`config.mk`:
```
export PLATFORM = sky130hd
export DESIGN_NAME = link_setup_top
export DESIGN_NICKNAME = d
export VERILOG_FILES = /design/src/link_setup_pkg.sv /design/src/link_ctl_if.sv /design/src/half_link_ctl.sv /design/src/link_setup_top.sv
export SDC_FILE = /design/constraint.sdc
export NUM_CORES = 1
export LEC_CHECK = 0
export BUFFER_PORTS_ARGS = -buffer_cell sky130_fd_sc_hd__buf_2
export CAP_MARGIN = 0
export CORE_MARGIN = 2
export CORE_UTILIZATION = 55
export CTS_CLUSTER_DIAMETER = 30
export DETAILED_ROUTE_END_ITERATION = 6
export PLACE_DENSITY = 0.87
export REMOVE_ABC_BUFFERS = 1
export SYNTH_ARGS = -nofsm -noshare
export SYNTH_HDL_FRONTEND = slang
export SYNTH_SLANG_ARGS = --single-unit
```
`constraint.sdc`:
```
create_clock -name core_clk -period 3.5 [get_ports core_clk]
set_clock_uncertainty 0.15 [all_clocks]
set_input_delay 0.175 -clock core_clk [delete_from_list [all_inputs] [get_ports core_clk]]
set_output_delay 0.175 -clock core_clk [all_outputs]
set_load 0.05 [all_outputs]
```
`src/link_setup_pkg.sv`:
```
// Constants for the split link setup and bring-up block
package link_setup_pkg;
  localparam int ADDR_W = 4;
  localparam int DATA_W = 32;
  // Register offsets (word index on the plain register port)
  localparam logic [3:0] OFS_LO_STATUS = 4'h0;
  localparam logic [3:0] OFS_LO_CONFIG = 4'h1;
  localparam logic [3:0] OFS_HI_STATUS = 4'h2;
  localparam logic [3:0] OFS_HI_CONFIG = 4'h3;
  localparam logic [3:0] OFS_MODE      = 4'h4;
  // Config fields: rate [1:0], width out [4], width in [5], downstream [8]
  localparam int CFG_RATE_LSB  = 0;
  localparam int CFG_WOUT_BIT  = 4;
  localparam int CFG_WIN_BIT   = 5;
  localparam int CFG_DOWN_BIT  = 8;
  // Status fields: init done [0], width out [4], width in [5], rate [9:8]
  localparam int ST_DONE_BIT   = 0;
  localparam int ST_WOUT_BIT   = 4;
  localparam int ST_WIN_BIT    = 5;
  localparam int ST_RATE_LSB   = 8;
  // Rate codes
  localparam logic [1:0] RATE_200 = 2'h0;
  localparam logic [1:0] RATE_400 = 2'h1;
  localparam logic [1:0] RATE_800 = 2'h2;
  // Width codes
  localparam logic WIDTH_8  = 1'b0;
  localparam logic WIDTH_16 = 1'b1;
  // Reset values
  localparam logic [1:0] RATE_RESET  = RATE_200;
  localparam logic       WIDTH_RESET = WIDTH_8;
  // Bring-up timing
  localparam int CLK_PERIOD_NS     = 10;
  localparam int RESET_HOLD_NS     = 1000;
  localparam int RESET_HOLD_CYCLES =
    (RESET_HOLD_NS + CLK_PERIOD_NS - 1) / CLK_PERIOD_NS;
  localparam int TRAIN_EDGES       = 16;
  localparam int CNT_W             = 12;
  typedef enum logic [3:0] {
    ST_RESET = 4'h1,
    ST_TRAIN = 4'h2,
    ST_DONE  = 4'h4,
    ST_STOP  = 4'h8
  } link_state_t;
endpackage

```
`src/link_ctl_if.sv`:
```
// Interface between the top and one half-link controller
`timescale 1ns/1ps
`default_nettype none
interface link_ctl_if;
  import link_setup_pkg::*;
  logic       enable;
  logic       master;
  logic [1:0] rate_cfg;
  logic       wout_cfg;
  logic       win_cfg;
  logic       reinit;
  logic       link_clk_edge;
  logic       peer_power_good;
  logic       peer_reset_n;
  logic       peer_stop_n;
  logic       init_done;
  logic [1:0] rate_now;
  logic       wout_now;
  logic       win_now;
  logic       drv_power_good;
  logic       drv_reset_n;
  logic       drv_stop_n;
  modport top  (output enable, master, rate_cfg, wout_cfg, win_cfg,
                reinit, link_clk_edge, peer_power_good, peer_reset_n,
                peer_stop_n,
                input init_done, rate_now, wout_now, win_now,
                drv_power_good, drv_reset_n, drv_stop_n);
  modport ctl  (input enable, master, rate_cfg, wout_cfg, win_cfg,
                reinit, link_clk_edge, peer_power_good, peer_reset_n,
                peer_stop_n,
                output init_done, rate_now, wout_now, win_now,
                drv_power_good, drv_reset_n, drv_stop_n);
endinterface
`default_nettype wire

```
`src/half_link_ctl.sv`:
```
// One half-link controller: reset, training and reprogramming
`timescale 1ns/1ps
`default_nettype none
module half_link_ctl
  import link_setup_pkg::*;
(
  // Clock and reset
  input wire logic core_clk,
  input wire logic rst_n,
  // Link controls
  link_ctl_if.ctl  c
);
  link_state_t      state_r, state_nxt;
  logic [CNT_W-1:0] cnt_r, cnt_nxt;
  logic [1:0]       rate_r, rate_nxt;
  logic             wout_r, wout_nxt;
  logic             win_r, win_nxt;
  logic             lnk_rst_n, lnk_stop_n, lnk_pg;
  logic             own_rst_n;

  // Sideband as seen on the wire: own drive or peer's
  always_comb begin
    // Own reset rises once the hold count is reached
    own_rst_n  = (state_r != ST_RESET) ||
                 (cnt_r >= CNT_W'(RESET_HOLD_CYCLES));
    lnk_pg     = c.master ? 1'b1 : c.peer_power_good;
    lnk_rst_n  = c.master ? own_rst_n : c.peer_reset_n;
    lnk_stop_n = c.master ? (state_r != ST_STOP) : c.peer_stop_n;
  end

  always_comb begin
    state_nxt = state_r;
    cnt_nxt   = cnt_r;
    rate_nxt  = rate_r;
    wout_nxt  = wout_r;
    win_nxt   = win_r;
    unique case (state_r)
      ST_RESET: begin
        if (c.master) begin
          if (cnt_r < CNT_W'(RESET_HOLD_CYCLES)) cnt_nxt = cnt_r + 1'b1;
        end
        if (c.enable && lnk_pg && lnk_rst_n &&
            (!c.master || cnt_r >= CNT_W'(RESET_HOLD_CYCLES))) begin
          // New settings load only at re-initialization
          rate_nxt  = c.rate_cfg;
          wout_nxt  = c.wout_cfg;
          win_nxt   = c.win_cfg;
          cnt_nxt   = '0;
          state_nxt = ST_TRAIN;
        end
      end
      ST_TRAIN: begin
        if (c.link_clk_edge) cnt_nxt = cnt_r + 1'b1;
        if (cnt_r >= CNT_W'(TRAIN_EDGES)) state_nxt = ST_DONE;
      end
      ST_DONE: begin
        if (c.master && c.reinit) state_nxt = ST_STOP;
      end
      ST_STOP: begin
        cnt_nxt = '0;
        if (!c.reinit) state_nxt = ST_RESET;
      end
      default: state_nxt = ST_RESET;
    endcase
    // Peer-driven reset or stop forces re-initialization
    if (!c.enable || !lnk_pg || !lnk_rst_n ||
        (!lnk_stop_n && state_r != ST_STOP)) begin
      state_nxt = ST_RESET;
      // Own hold count must keep running while own reset is low
      if (!c.enable || (!c.master && !lnk_rst_n)) cnt_nxt = '0;
    end
  end

  always_ff @(posedge core_clk or negedge rst_n) begin
    if (!rst_n) begin
      state_r <= ST_RESET;
      cnt_r   <= '0;
      rate_r  <= RATE_RESET;
      wout_r  <= WIDTH_RESET;
      win_r   <= WIDTH_RESET;
    end else begin
      state_r <= state_nxt;
      cnt_r   <= cnt_nxt;
      rate_r  <= rate_nxt;
      wout_r  <= wout_nxt;
      win_r   <= win_nxt;
    end
  end

  assign c.init_done      = (state_r == ST_DONE);
  assign c.rate_now       = rate_r;
  assign c.wout_now       = wout_r;
  assign c.win_now        = win_r;
  assign c.drv_power_good = 1'b1;
  assign c.drv_reset_n    = own_rst_n;
  assign c.drv_stop_n     = (state_r != ST_STOP);
endmodule
`default_nettype wire

```
`src/link_setup_top.sv`:
```
// Split 16-bit link: lane ownership, straps, setup registers, bring-up
//
// Functional notes
// - Split strap 1: two 8-bit links; address bit 40 picks high half.
// - Split strap 0: one 16-bit link run by low controller only.
// - Unsplit: all high controller signals are ignored as invalid.
// - Master strap 1: that half drives power-good, reset and stop.
// - Downstream-role bit loads as inverse of that half's master strap.
// - Bridge bit sent is inverse of the downstream-role bit.
// - Window miss: peer-to-peer resend if role 0, error answer if 1.
// - Split: clock lane 1 high, lane 0 low; unsplit: both low.
// - Split: control lane 1 high, 0 low; unsplit: lane 1 unused.
// - Split: data 15:8 high, 7:0 low; unsplit: all sixteen low.
// - Auto-initialize after reset_n at 200 MHz, 8 bits.
// - Readable init-done and negotiated outbound and inbound widths.
// - After init software may program widths and rate; peer must match.
// - New width and rate apply only after reset or stop re-init.
// - Rates 200, 400, 800 MHz; widths 8 or 16; max 16 at 800.
//
// Decided for this implementation: the address map and the strobed register port.
`timescale 1ns/1ps
`default_nettype none
module link_setup_top
  import link_setup_pkg::*;
(
  // Clock and reset
  input  wire logic              core_clk,
  input  wire logic              reset_n,
  // Straps
  input  wire logic              split_link_strap,
  input  wire logic              low_link_master_strap,
  input  wire logic              high_link_master_strap,
  // Register port
  input  wire logic [ADDR_W-1:0] reg_addr,
  input  wire logic [DATA_W-1:0] reg_wdata,
  input  wire logic              reg_wr,
  input  wire logic              reg_rd,
  output logic      [DATA_W-1:0] reg_rdata,
  // Link clocks (lane 0 low half, lane 1 high half when split) and sideband, low half
  input  wire logic [1:0]        link_clk_in,
  input  wire logic              low_link_power_good_in,
  output logic                   low_link_power_good_out,
  output logic                   low_link_power_good_oe,
  input  wire logic              low_link_reset_n_in,
  output logic                   low_link_reset_n_out,
  output logic                   low_link_reset_n_oe,
  input  wire logic              low_link_stop_n_in,
  output logic                   low_link_stop_n_out,
  output logic                   low_link_stop_n_oe,
  // Sideband, high half
  input  wire logic              high_link_power_good_in,
  output logic                   high_link_power_good_out,
  output logic                   high_link_power_good_oe,
  input  wire logic              high_link_reset_n_in,
  output logic                   high_link_reset_n_out,
  output logic                   high_link_reset_n_oe,
  input  wire logic              high_link_stop_n_in,
  output logic                   high_link_stop_n_out,
  output logic                   high_link_stop_n_oe,
  // Request routing from the packet path
  input  wire logic              req_addr_bit40,
  input  wire logic              rx_window_miss,
  output logic                   sel_high_ctl,
  output logic                   bridge_bit_low,
  output logic                   bridge_bit_high,
  output logic                   miss_p2p_resend,
  output logic                   miss_error_resp,
  // Lane ownership: on clk_lane_high, ctl_lane1_high and cad_upper_high 1 means high controller owns the lane
  output logic [1:0]             clk_lane_high,
  output logic                   ctl_lane1_used,
  output logic                   ctl_lane1_high,
  output logic                   cad_upper_high,
  output logic                   link_width_16
);
  link_ctl_if lo_if ();
  link_ctl_if hi_if ();

  logic        rst_s1_r, rst_n_r;
  logic        straps_taken_r, straps_taken_nxt;
  logic        split_r, split_nxt;
  logic        lo_master_r, lo_master_nxt;
  logic        hi_master_r, hi_master_nxt;
  logic        lo_down_r, lo_down_nxt;
  logic        hi_down_r, hi_down_nxt;
  logic [1:0]  lo_rate_r, lo_rate_nxt, hi_rate_r, hi_rate_nxt;
  logic        lo_wout_r, lo_wout_nxt, lo_win_r, lo_win_nxt;
  logic        hi_wout_r, hi_wout_nxt, hi_win_r, hi_win_nxt;
  logic        lo_reinit_r, lo_reinit_nxt, hi_reinit_r, hi_reinit_nxt;
  logic [DATA_W-1:0] rdata_nxt;
  // Pin synchronisers: link clocks and six sideband inputs
  logic [7:0]  pin_s1_r, pin_s2_r, pin_raw;
  logic [1:0]  lclk_last_r;

  // Reset release through two flops
  always_ff @(posedge core_clk or negedge reset_n) begin
    if (!reset_n) begin
      rst_s1_r <= 1'b0;
      rst_n_r  <= 1'b0;
    end else begin
      rst_s1_r <= 1'b1;
      rst_n_r  <= rst_s1_r;
    end
  end

  assign pin_raw = {high_link_stop_n_in, high_link_reset_n_in,
                    high_link_power_good_in, low_link_stop_n_in,
                    low_link_reset_n_in, low_link_power_good_in,
                    link_clk_in};

  always_ff @(posedge core_clk or negedge rst_n_r) begin
    if (!rst_n_r) begin
      pin_s1_r    <= 8'h00;
      pin_s2_r    <= 8'h00;
      lclk_last_r <= 2'h0;
    end else begin
      pin_s1_r    <= pin_raw;
      pin_s2_r    <= pin_s1_r;
      lclk_last_r <= pin_s2_r[1:0];
    end
  end

  // Legal rate codes only; an illegal write keeps the old value
  function automatic logic [1:0] pick_rate(input logic [1:0] wr,
                                           input logic [1:0] old);
    pick_rate = (wr == RATE_200 || wr == RATE_400 || wr == RATE_800)
                ? wr : old;
  endfunction

  function automatic logic [DATA_W-1:0] status_word(
      input logic done, input logic wo, input logic wi,
      input logic [1:0] rt);
    status_word = '0;
    status_word[ST_DONE_BIT] = done;
    status_word[ST_WOUT_BIT] = wo;
    status_word[ST_WIN_BIT]  = wi;
    status_word[ST_RATE_LSB +: 2] = rt;
  endfunction

  function automatic logic [DATA_W-1:0] config_word(
      input logic [1:0] rt, input logic wo, input logic wi,
      input logic dn);
    config_word = '0;
    config_word[CFG_RATE_LSB +: 2] = rt;
    config_word[CFG_WOUT_BIT] = wo;
    config_word[CFG_WIN_BIT]  = wi;
    config_word[CFG_DOWN_BIT] = dn;
  endfunction

  always_comb begin
    straps_taken_nxt = 1'b1;
    split_nxt     = straps_taken_r ? split_r : split_link_strap;
    lo_master_nxt = straps_taken_r ? lo_master_r : low_link_master_strap;
    hi_master_nxt = straps_taken_r ? hi_master_r : high_link_master_strap;
    lo_down_nxt   = straps_taken_r ? lo_down_r : !low_link_master_strap;
    hi_down_nxt   = straps_taken_r ? hi_down_r
                                   : !high_link_master_strap;
    lo_rate_nxt   = lo_rate_r;
    lo_wout_nxt   = lo_wout_r;
    lo_win_nxt    = lo_win_r;
    hi_rate_nxt   = hi_rate_r;
    hi_wout_nxt   = hi_wout_r;
    hi_win_nxt    = hi_win_r;
    lo_reinit_nxt = lo_reinit_r;
    hi_reinit_nxt = hi_reinit_r;
    rdata_nxt     = '0;
    if (reg_wr) begin
      unique case (reg_addr)
        OFS_LO_CONFIG: begin
          lo_rate_nxt = pick_rate(reg_wdata[CFG_RATE_LSB +: 2],
                                  lo_rate_r);
          lo_wout_nxt = reg_wdata[CFG_WOUT_BIT];
          lo_win_nxt  = reg_wdata[CFG_WIN_BIT];
          lo_down_nxt = reg_wdata[CFG_DOWN_BIT];
        end
        OFS_HI_CONFIG: begin
          hi_rate_nxt = pick_rate(reg_wdata[CFG_RATE_LSB +: 2],
                                  hi_rate_r);
          hi_wout_nxt = reg_wdata[CFG_WOUT_BIT];
          hi_win_nxt  = reg_wdata[CFG_WIN_BIT];
          hi_down_nxt = reg_wdata[CFG_DOWN_BIT];
        end
        OFS_MODE: begin
          // Bit 0 / 1 hold stop low on the low / high half when that half is master
          lo_reinit_nxt = reg_wdata[0];
          hi_reinit_nxt = reg_wdata[1];
        end
        default: ;
      endcase
    end
    if (reg_rd) begin
      unique case (reg_addr)
        OFS_LO_STATUS: rdata_nxt = status_word(lo_if.init_done,
                          lo_if.wout_now, lo_if.win_now, lo_if.rate_now);
        OFS_LO_CONFIG: rdata_nxt = config_word(lo_rate_r, lo_wout_r,
                          lo_win_r, lo_down_r);
        OFS_HI_STATUS: rdata_nxt = split_r ? status_word(hi_if.init_done,
                          hi_if.wout_now, hi_if.win_now, hi_if.rate_now)
                          : '0;
        OFS_HI_CONFIG: rdata_nxt = config_word(hi_rate_r, hi_wout_r,
                          hi_win_r, hi_down_r);
        OFS_MODE:      rdata_nxt = {24'h000000, 1'b0, hi_master_r,
                          lo_master_r, split_r, 2'h0, hi_reinit_r,
                          lo_reinit_r};
        default:       rdata_nxt = '0;
      endcase
    end
  end

  always_ff @(posedge core_clk or negedge rst_n_r) begin
    if (!rst_n_r) begin
      straps_taken_r <= 1'b0;
      split_r        <= 1'b0;
      lo_master_r    <= 1'b0;
      hi_master_r    <= 1'b0;
      lo_down_r      <= 1'b0;
      hi_down_r      <= 1'b0;
      lo_rate_r      <= RATE_RESET;
      lo_wout_r      <= WIDTH_RESET;
      lo_win_r       <= WIDTH_RESET;
      hi_rate_r      <= RATE_RESET;
      hi_wout_r      <= WIDTH_RESET;
      hi_win_r       <= WIDTH_RESET;
      lo_reinit_r    <= 1'b0;
      hi_reinit_r    <= 1'b0;
      reg_rdata      <= '0;
    end else begin
      straps_taken_r <= straps_taken_nxt;
      split_r        <= split_nxt;
      lo_master_r    <= lo_master_nxt;
      hi_master_r    <= hi_master_nxt;
      lo_down_r      <= lo_down_nxt;
      hi_down_r      <= hi_down_nxt;
      lo_rate_r      <= lo_rate_nxt;
      lo_wout_r      <= lo_wout_nxt;
      lo_win_r       <= lo_win_nxt;
      hi_rate_r      <= hi_rate_nxt;
      hi_wout_r      <= hi_wout_nxt;
      hi_win_r       <= hi_win_nxt;
      lo_reinit_r    <= lo_reinit_nxt;
      hi_reinit_r    <= hi_reinit_nxt;
      reg_rdata      <= rdata_nxt;
    end
  end

  // Controller hookup; the low half trains on clock lane 0
  assign lo_if.enable          = straps_taken_r;
  assign lo_if.master          = lo_master_r;
  assign lo_if.rate_cfg        = lo_rate_r;
  // Unsplit the low half may widen to 16 bits
  assign lo_if.wout_cfg        = split_r ? WIDTH_8 : lo_wout_r;
  assign lo_if.win_cfg         = split_r ? WIDTH_8 : lo_win_r;
  assign lo_if.reinit          = lo_reinit_r;
  assign lo_if.link_clk_edge   = pin_s2_r[0] & ~lclk_last_r[0];
  assign lo_if.peer_power_good = pin_s2_r[2];
  assign lo_if.peer_reset_n    = pin_s2_r[3];
  assign lo_if.peer_stop_n     = pin_s2_r[4];

  assign hi_if.enable          = straps_taken_r & split_r;
  assign hi_if.master          = hi_master_r;
  assign hi_if.rate_cfg        = hi_rate_r;
  assign hi_if.wout_cfg        = WIDTH_8;
  assign hi_if.win_cfg         = WIDTH_8;
  assign hi_if.reinit          = hi_reinit_r;
  assign hi_if.link_clk_edge   = pin_s2_r[1] & ~lclk_last_r[1];
  assign hi_if.peer_power_good = pin_s2_r[5] & split_r;
  assign hi_if.peer_reset_n    = pin_s2_r[6];
  assign hi_if.peer_stop_n     = pin_s2_r[7];

  half_link_ctl u_lo (.core_clk(core_clk), .rst_n(rst_n_r), .c(lo_if));
  half_link_ctl u_hi (.core_clk(core_clk), .rst_n(rst_n_r), .c(hi_if));

  // Registered outputs: routing, bridge bit, lane ownership, sideband
  always_ff @(posedge core_clk or negedge rst_n_r) begin
    if (!rst_n_r) begin
      sel_high_ctl             <= 1'b0;
      bridge_bit_low           <= 1'b0;
      bridge_bit_high          <= 1'b0;
      miss_p2p_resend          <= 1'b0;
      miss_error_resp          <= 1'b0;
      clk_lane_high            <= 2'h0;
      ctl_lane1_used           <= 1'b0;
      ctl_lane1_high           <= 1'b0;
      cad_upper_high           <= 1'b0;
      link_width_16            <= 1'b0;
      low_link_power_good_out  <= 1'b0;
      low_link_power_good_oe   <= 1'b0;
      low_link_reset_n_out     <= 1'b0;
      low_link_reset_n_oe      <= 1'b0;
      low_link_stop_n_out      <= 1'b1;
      low_link_stop_n_oe       <= 1'b0;
      high_link_power_good_out <= 1'b0;
      high_link_power_good_oe  <= 1'b0;
      high_link_reset_n_out    <= 1'b0;
      high_link_reset_n_oe     <= 1'b0;
      high_link_stop_n_out     <= 1'b1;
      high_link_stop_n_oe      <= 1'b0;
    end else begin
      sel_high_ctl    <= split_r & req_addr_bit40;
      bridge_bit_low  <= !lo_down_r;
      bridge_bit_high <= !hi_down_r;
      // Role of the half that owns the request decides miss handling
      miss_p2p_resend <= rx_window_miss &
        !((split_r & req_addr_bit40) ? hi_down_r : lo_down_r);
      miss_error_resp <= rx_window_miss &
        ((split_r & req_addr_bit40) ? hi_down_r : lo_down_r);
      clk_lane_high   <= {split_r, 1'b0};
      ctl_lane1_used  <= split_r;
      ctl_lane1_high  <= split_r;
      cad_upper_high  <= split_r;
      link_width_16   <= !split_r & lo_if.wout_now;
      low_link_power_good_out  <= lo_if.drv_power_good;
      low_link_power_good_oe   <= lo_master_r;
      low_link_reset_n_out     <= lo_if.drv_reset_n;
      low_link_reset_n_oe      <= lo_master_r;
      low_link_stop_n_out      <= lo_if.drv_stop_n;
      low_link_stop_n_oe       <= lo_master_r;
      high_link_power_good_out <= hi_if.drv_power_good;
      high_link_power_good_oe  <= hi_master_r & split_r;
      high_link_reset_n_out    <= hi_if.drv_reset_n;
      high_link_reset_n_oe     <= hi_master_r & split_r;
      high_link_stop_n_out     <= hi_if.drv_stop_n;
      high_link_stop_n_oe      <= hi_master_r & split_r;
    end
  end
endmodule
`default_nettype wire

```
### Word-level counts from Yosys, hierarchy flattened

Cells that the tools add are included.

* add/sub/neg operators: 2
* $lt $le $gt $ge: 6
* eq/ne operators: 26
* mux-type cells: 44
* bitwise operators: 11
* reduce and logical (&&, ||, !) cells: 53

Operator list (number)
* $mux 12: 12
* $pmux 12 s3: 2
* $pmux 10 s5: 1
* $mux 4: 10
* $pmux 4 s4: 2
* $add 12x1->12 const B: 2
* $ge 12x5->1 const B: 2
* $ge 12x7->1 const B: 2
* $lt 12x7->1 const B: 2
* $mux 10: 2
* $ne 3x1->1 const B: 6
* $eq 4x2->1 const B: 4
* $logic_not 1->1: 16
* $mux 1: 15
* $logic_or 1x1->1: 14
* $eq 4x1->1 const B: 3
* $eq 4x3->1 const B: 3
* $logic_and 1x1->1: 12
* $reduce_and 2->1: 5
* $and 1x1->1: 9
* $eq 4x4->1 const B: 2
* $ne 4x1->1 const B: 2
* $ne 4x4->1 const B: 2
* $reduce_and 4->1: 2
* 7 further kinds: 10

* register bits after elaboration: 119
* input port bits: 53
* output and inout port bits: 55
* logic and storage cells: 183

### Logic depth before layout (Yosys ltp)

* depth in word-level cells: 9
* depth in mapped cells: 7
* mapped depth without buffers: 6

### Hierarchy

From an unflattened synthesis, not the netlist that was laid out.

* cells, all modules: 517
* area, all modules: 5067.4 um2

Modules (own cells, without submodules)
* half_link_ctl: instances 2, cells an instance 170, area each 1363.8 um2, sequential area each 501.7 um2
* link_setup_top: instances 1, cells an instance 177, area each 2339.7 um2, sequential area each 1453.9 um2

### Least setup slack after synthesis

OpenSTA, ideal clock, no wires.

* path type: register -> register
* from: reg u_hi.state_r[0]
* to: reg u_hi.state_r[2]
* setup time: 0.117 ns
* arrival: 2.064 ns
* data required time: 3.233 ns
* slack: 1.169 ns
* cell stages (with the launch flop): 8
* path buffers: 2
* clock period less this slack: 2.331 ns
* cells stage by stage: dfstp_2 > buf_6 > or4b_4 > or4b_4 > and3_1 > buf_6 > nand4_1 > nand2_1

* longest elaborated chain between the ends: 8
* elaborated cells between the ends (all ways): 23
* classes of those cells: eq/ne: 10; mux: 4; reduce/logical: 9

Ends and longest elaborated chain
* start: declaration: line half_link_ctl.sv:13 `link_state_t state_r, state_nxt;`
* start signal: assignment: line half_link_ctl.sv:82 `state_r <= state_nxt;`
* $ne 4x1->1: line half_link_ctl.sv:24 `own_rst_n = (state_r != ST_RESET) ||`
* $logic_or 1x1->1: line half_link_ctl.sv:24
* $mux 1: line half_link_ctl.sv:27 `lnk_rst_n = c.master ? own_rst_n : c.peer_reset_n;`
* $logic_not 1->1: line half_link_ctl.sv:66 `if (!c.enable || !lnk_pg || !lnk_rst_n ||`
* $logic_or 1x1->1 (2 in series): line half_link_ctl.sv:66
* $ne 3x1->1 (no line) / $ne 3x2->1 (equally long branches)
* $reduce_and 4->1 (no line)

Several ways; a longest one is shown, not always the timed one.
A chain may end at the register's enable or synchronous reset.

### Worst setup path in the final report

* from: reg u_lo.cnt_r[4]
* to: reg u_lo.rate_r[0] (netlist: u_lo.c.rate_now[0])

* longest elaborated chain between the ends: 6
* elaborated cells between the ends (all ways): 7
* classes of those cells: order compare: 1; mux: 1; reduce/logical: 5

Ends and longest elaborated chain
* start: declaration: line half_link_ctl.sv:14 `logic [CNT_W-1:0] cnt_r, cnt_nxt;`
* start signal: assignment: line half_link_ctl.sv:83 `cnt_r <= cnt_nxt;`
* $ge 12x7->1 *: line half_link_ctl.sv:25, half_link_ctl.sv:43
* $logic_or 1x1->1: line half_link_ctl.sv:24
* $mux 1: line half_link_ctl.sv:27
* $logic_and 1x1->1: line half_link_ctl.sv:42 `if (c.enable && lnk_pg && lnk_rst_n &&`
* $logic_and 1x1->1 *: line half_link_ctl.sv:42
* $reduce_and 2->1 (no line) *
* end signal: assignment: line half_link_ctl.sv:84 `rate_r <= rate_nxt;`
* end: declaration: line half_link_ctl.sv:15 `logic [1:0] rate_r, rate_nxt;`

Every way passes the cells marked *; elsewhere a longest branch is shown, timed or not.

==> run metrics <==
via count of the first global-routing pass=4007; leakage power of the design=2.45 nW; clock root cell=clkbuf_8; required time worst endpoint=3.60 ns; Overall Power=0.00241 W; Top Ports=108; non-filler cells in the finished layout=686; Row Count=34; Synth async-reset ratio=100%; largest net degree at the start of global routing=72; Worst Path Arrival=2.80 ns; sequential fraction of the synthesis area=46.9%; count of buffers added by post-CTS timing repair for setup=0; fin nets=631; number of distinct standard cells referenced by the synthesized netlist=72; worst setup path class=flip-flop to flip-flop; number of inserted diodes=0; initial cell density of the core=57.0%; weighted congestion reported at the end of routability-driven placement=0.884; Cell Count Post-Placement=650; post-synthesis area per instance=9.66 sq um; vias per cell=6.20; most frequently used cell type in the post-synthesis netlist=dfrtp_1; total power per unit cell area=434 mW/mm^2; area of the mapped netlist=0.00502 sq mm; final setup vio count=0; number of hold violations in the final report=0; relative slew slack=40.6%; Die Outline Area=0.00991 sq mm; HPWL Detailed=7.82 mm; Primary FF master, synth=dfrtp_1; Starting DRT DRC Count=337; PnR worst setup slack=0.797 ns; dominant cells by area after synthesis=dfrtp_1 45%, buf_4 5.1%, nor2_1 3.4%; maximum root-to-sink buffer count=2; most area-hungry cell type in the Yosys netlist=dfrtp_1; number of buffers inserted by port buffering=54; number of clock sinks=94; max-capacitance violation count=0; number of hold buffers added after CTS=21; cts bufs inserted=9; TritonCTS clock tree=built; number of flops mapped to enable cells by yosys=0; initial antenna violation count=0; Tmin final=2.70 ns; Yosys reg bits=94; share of cells above drive strength 1=18.2%; area of the core region=0.00881 sq mm; average wire length per cell after detail routing=16.4 um; clock transition at the register clock pins on the worst setup and hold paths after CTS=0.10 ns; maximum vdd ir drop=187 uV; Synth Instances=520; pre-CTS setup slack=0.875 ns; die extent in x=99.6 um; GRT Resource Usage Total=23.3%; Yosys warning total=0; outcome=complete, no violations; post-cts sizing count=0; H-tree levels=3; Final Routed Wirelength=11.2 mm; post-route clock period utilization=77.2%; Fin Setup TNS=0 ns; class of the tightest hold or removal check=primary input to flip-flop; maximum fanout count along the critical path=13; drt drc=0; area share of the largest cell type after synthesis=44.8%; endpoint class of the critical path=flip-flop; vertical extent of the die=99.6 um; area overhead of the layout relative to synthesis=10.7%; critical path launch point type=flip-flop; most numerous cell types in the synthesized netlist=90 x dfrtp_1, 46 x nor2_1, 38 x nand2_1, 34 x buf_4, 28 x o21ai_0; measured slew at the worst slew-check pin=0.890 ns; remaining antenna violation count=0; RSZ-0062 raised after global routing=false; final max-slew violation count=0; router iterations before antenna repair=5; global-route wire length before repair=18.7 mm; leftover overflow at the end of global routing=0; overall via count from detail_route=4252; insertion delay to the later sink of the worst-skew pair=0.37 ns; achievable frequency=370 MHz
power breakdown:
group          switching, W  internal [W]
clock              0.000374      0.000329
combinational      0.000293      0.000144
sequential        0.0000915       0.00118
total              0.000758       0.00165
layout make-up:
| cell class | count | area, sq um |
|---|---|---|
| Timing Repair Buffer | 80 | 518 |
| Inverter | 17 | 63.8 |
| Tap cell | 108 | 135 |
| Fill cell | 708 | 3250 |
| Clock buffer | 10 | 128 |
| Sequential cell | 94 | 2360 |
| Clock inverter | 5 | 60.1 |
| Multi-Input combinational cell | 372 | 2290 |
through the flow:
step,utilization [%],area [sq um],hold WS (ns)
2_1_floorplan,-,4710,-0.271
3_3_place_gp,58.6,5160,-0.190
3_5_place_dp,58.6,5160,-0.189
4_1_cts,63.1,5560,0.0447
5_1_grt,63.1,5560,0.0925
6_report,63.1,5560,0.0572
placed cells by master (no fill, tap or decap), drive strengths merged, types with 5 or more instances in the layout:
master / instances
dfrtp: 90
buf: 59
nor2: 46
nand2: 38
o21ai: 29
conb: 28
a21oi: 25
nand3: 22
dlygate4sd3: 21
inv: 18
a31oi: 12
nor3: 11
nand4: 11
mux2: 11
clkbuf: 10
nand2b: 8
and3: 7
nor2b: 7
and2: 6
nor4: 6
or4: 6
xnor2: 5
mux2i: 5
or4b: 5
final timing paths:
check	startpoint	end	slack (ns)	cells after the start
min	reg_addr[3]	reg_rdata[4]	0.06	4
min in group asynchronous	rst_n_r	pin_s1_r[7]	0.29	0
max in group asynchronous	rst_n_r	high_link_stop_n_out	2.10	1
min reg2reg	rst_s1_r	rst_n_r	0.21	0
max	u_lo.cnt_r[4]	u_lo.c.rate_now[0]	0.80	4
max reg2reg	u_lo.cnt_r[4]	u_lo.c.rate_now[0]	0.80	4
routing by layer:
metal	up-vias	track usage (%)	part of all wire, %
met4	0	8.85	1.5
li1	1934	-	-
met1	2059	30.6	42
met5	-	0	0
met2	239	38.8	49
met3	20	4.08	7.5
kinds of logic after synthesis:
kind of cell | share of synthesized area [%]
simple gates | 21.1
compound gates | 16.7
flops | 46.9
buf+inv | 9.36
mux | 3.46
xor+xnor | 1.22
fa+ha+maj | 0.996
other cells | 0.149
sequential cells by signal (all words and copies together), names as in the netlist, 4 cells and up:
| signal | flops |
|---|---|
| u_hi.cnt_r | 12 |
| reg_rdata | 7 |
| pin_s2_r | 8 |
| u_lo.cnt_r | 12 |
| u_lo.state_r | 4 |
| u_hi.state_r | 4 |
| pin_s1_r | 8 |
worst max-delay path, stage by stage (launching register included):
cell	delay, ns
dfrtp_1	0.53
o311ai_0	0.61
nand3_1	0.49
nand3_1	0.41
mux2_2	0.39
Note: power is estimated with default switching activity, not from simulation.
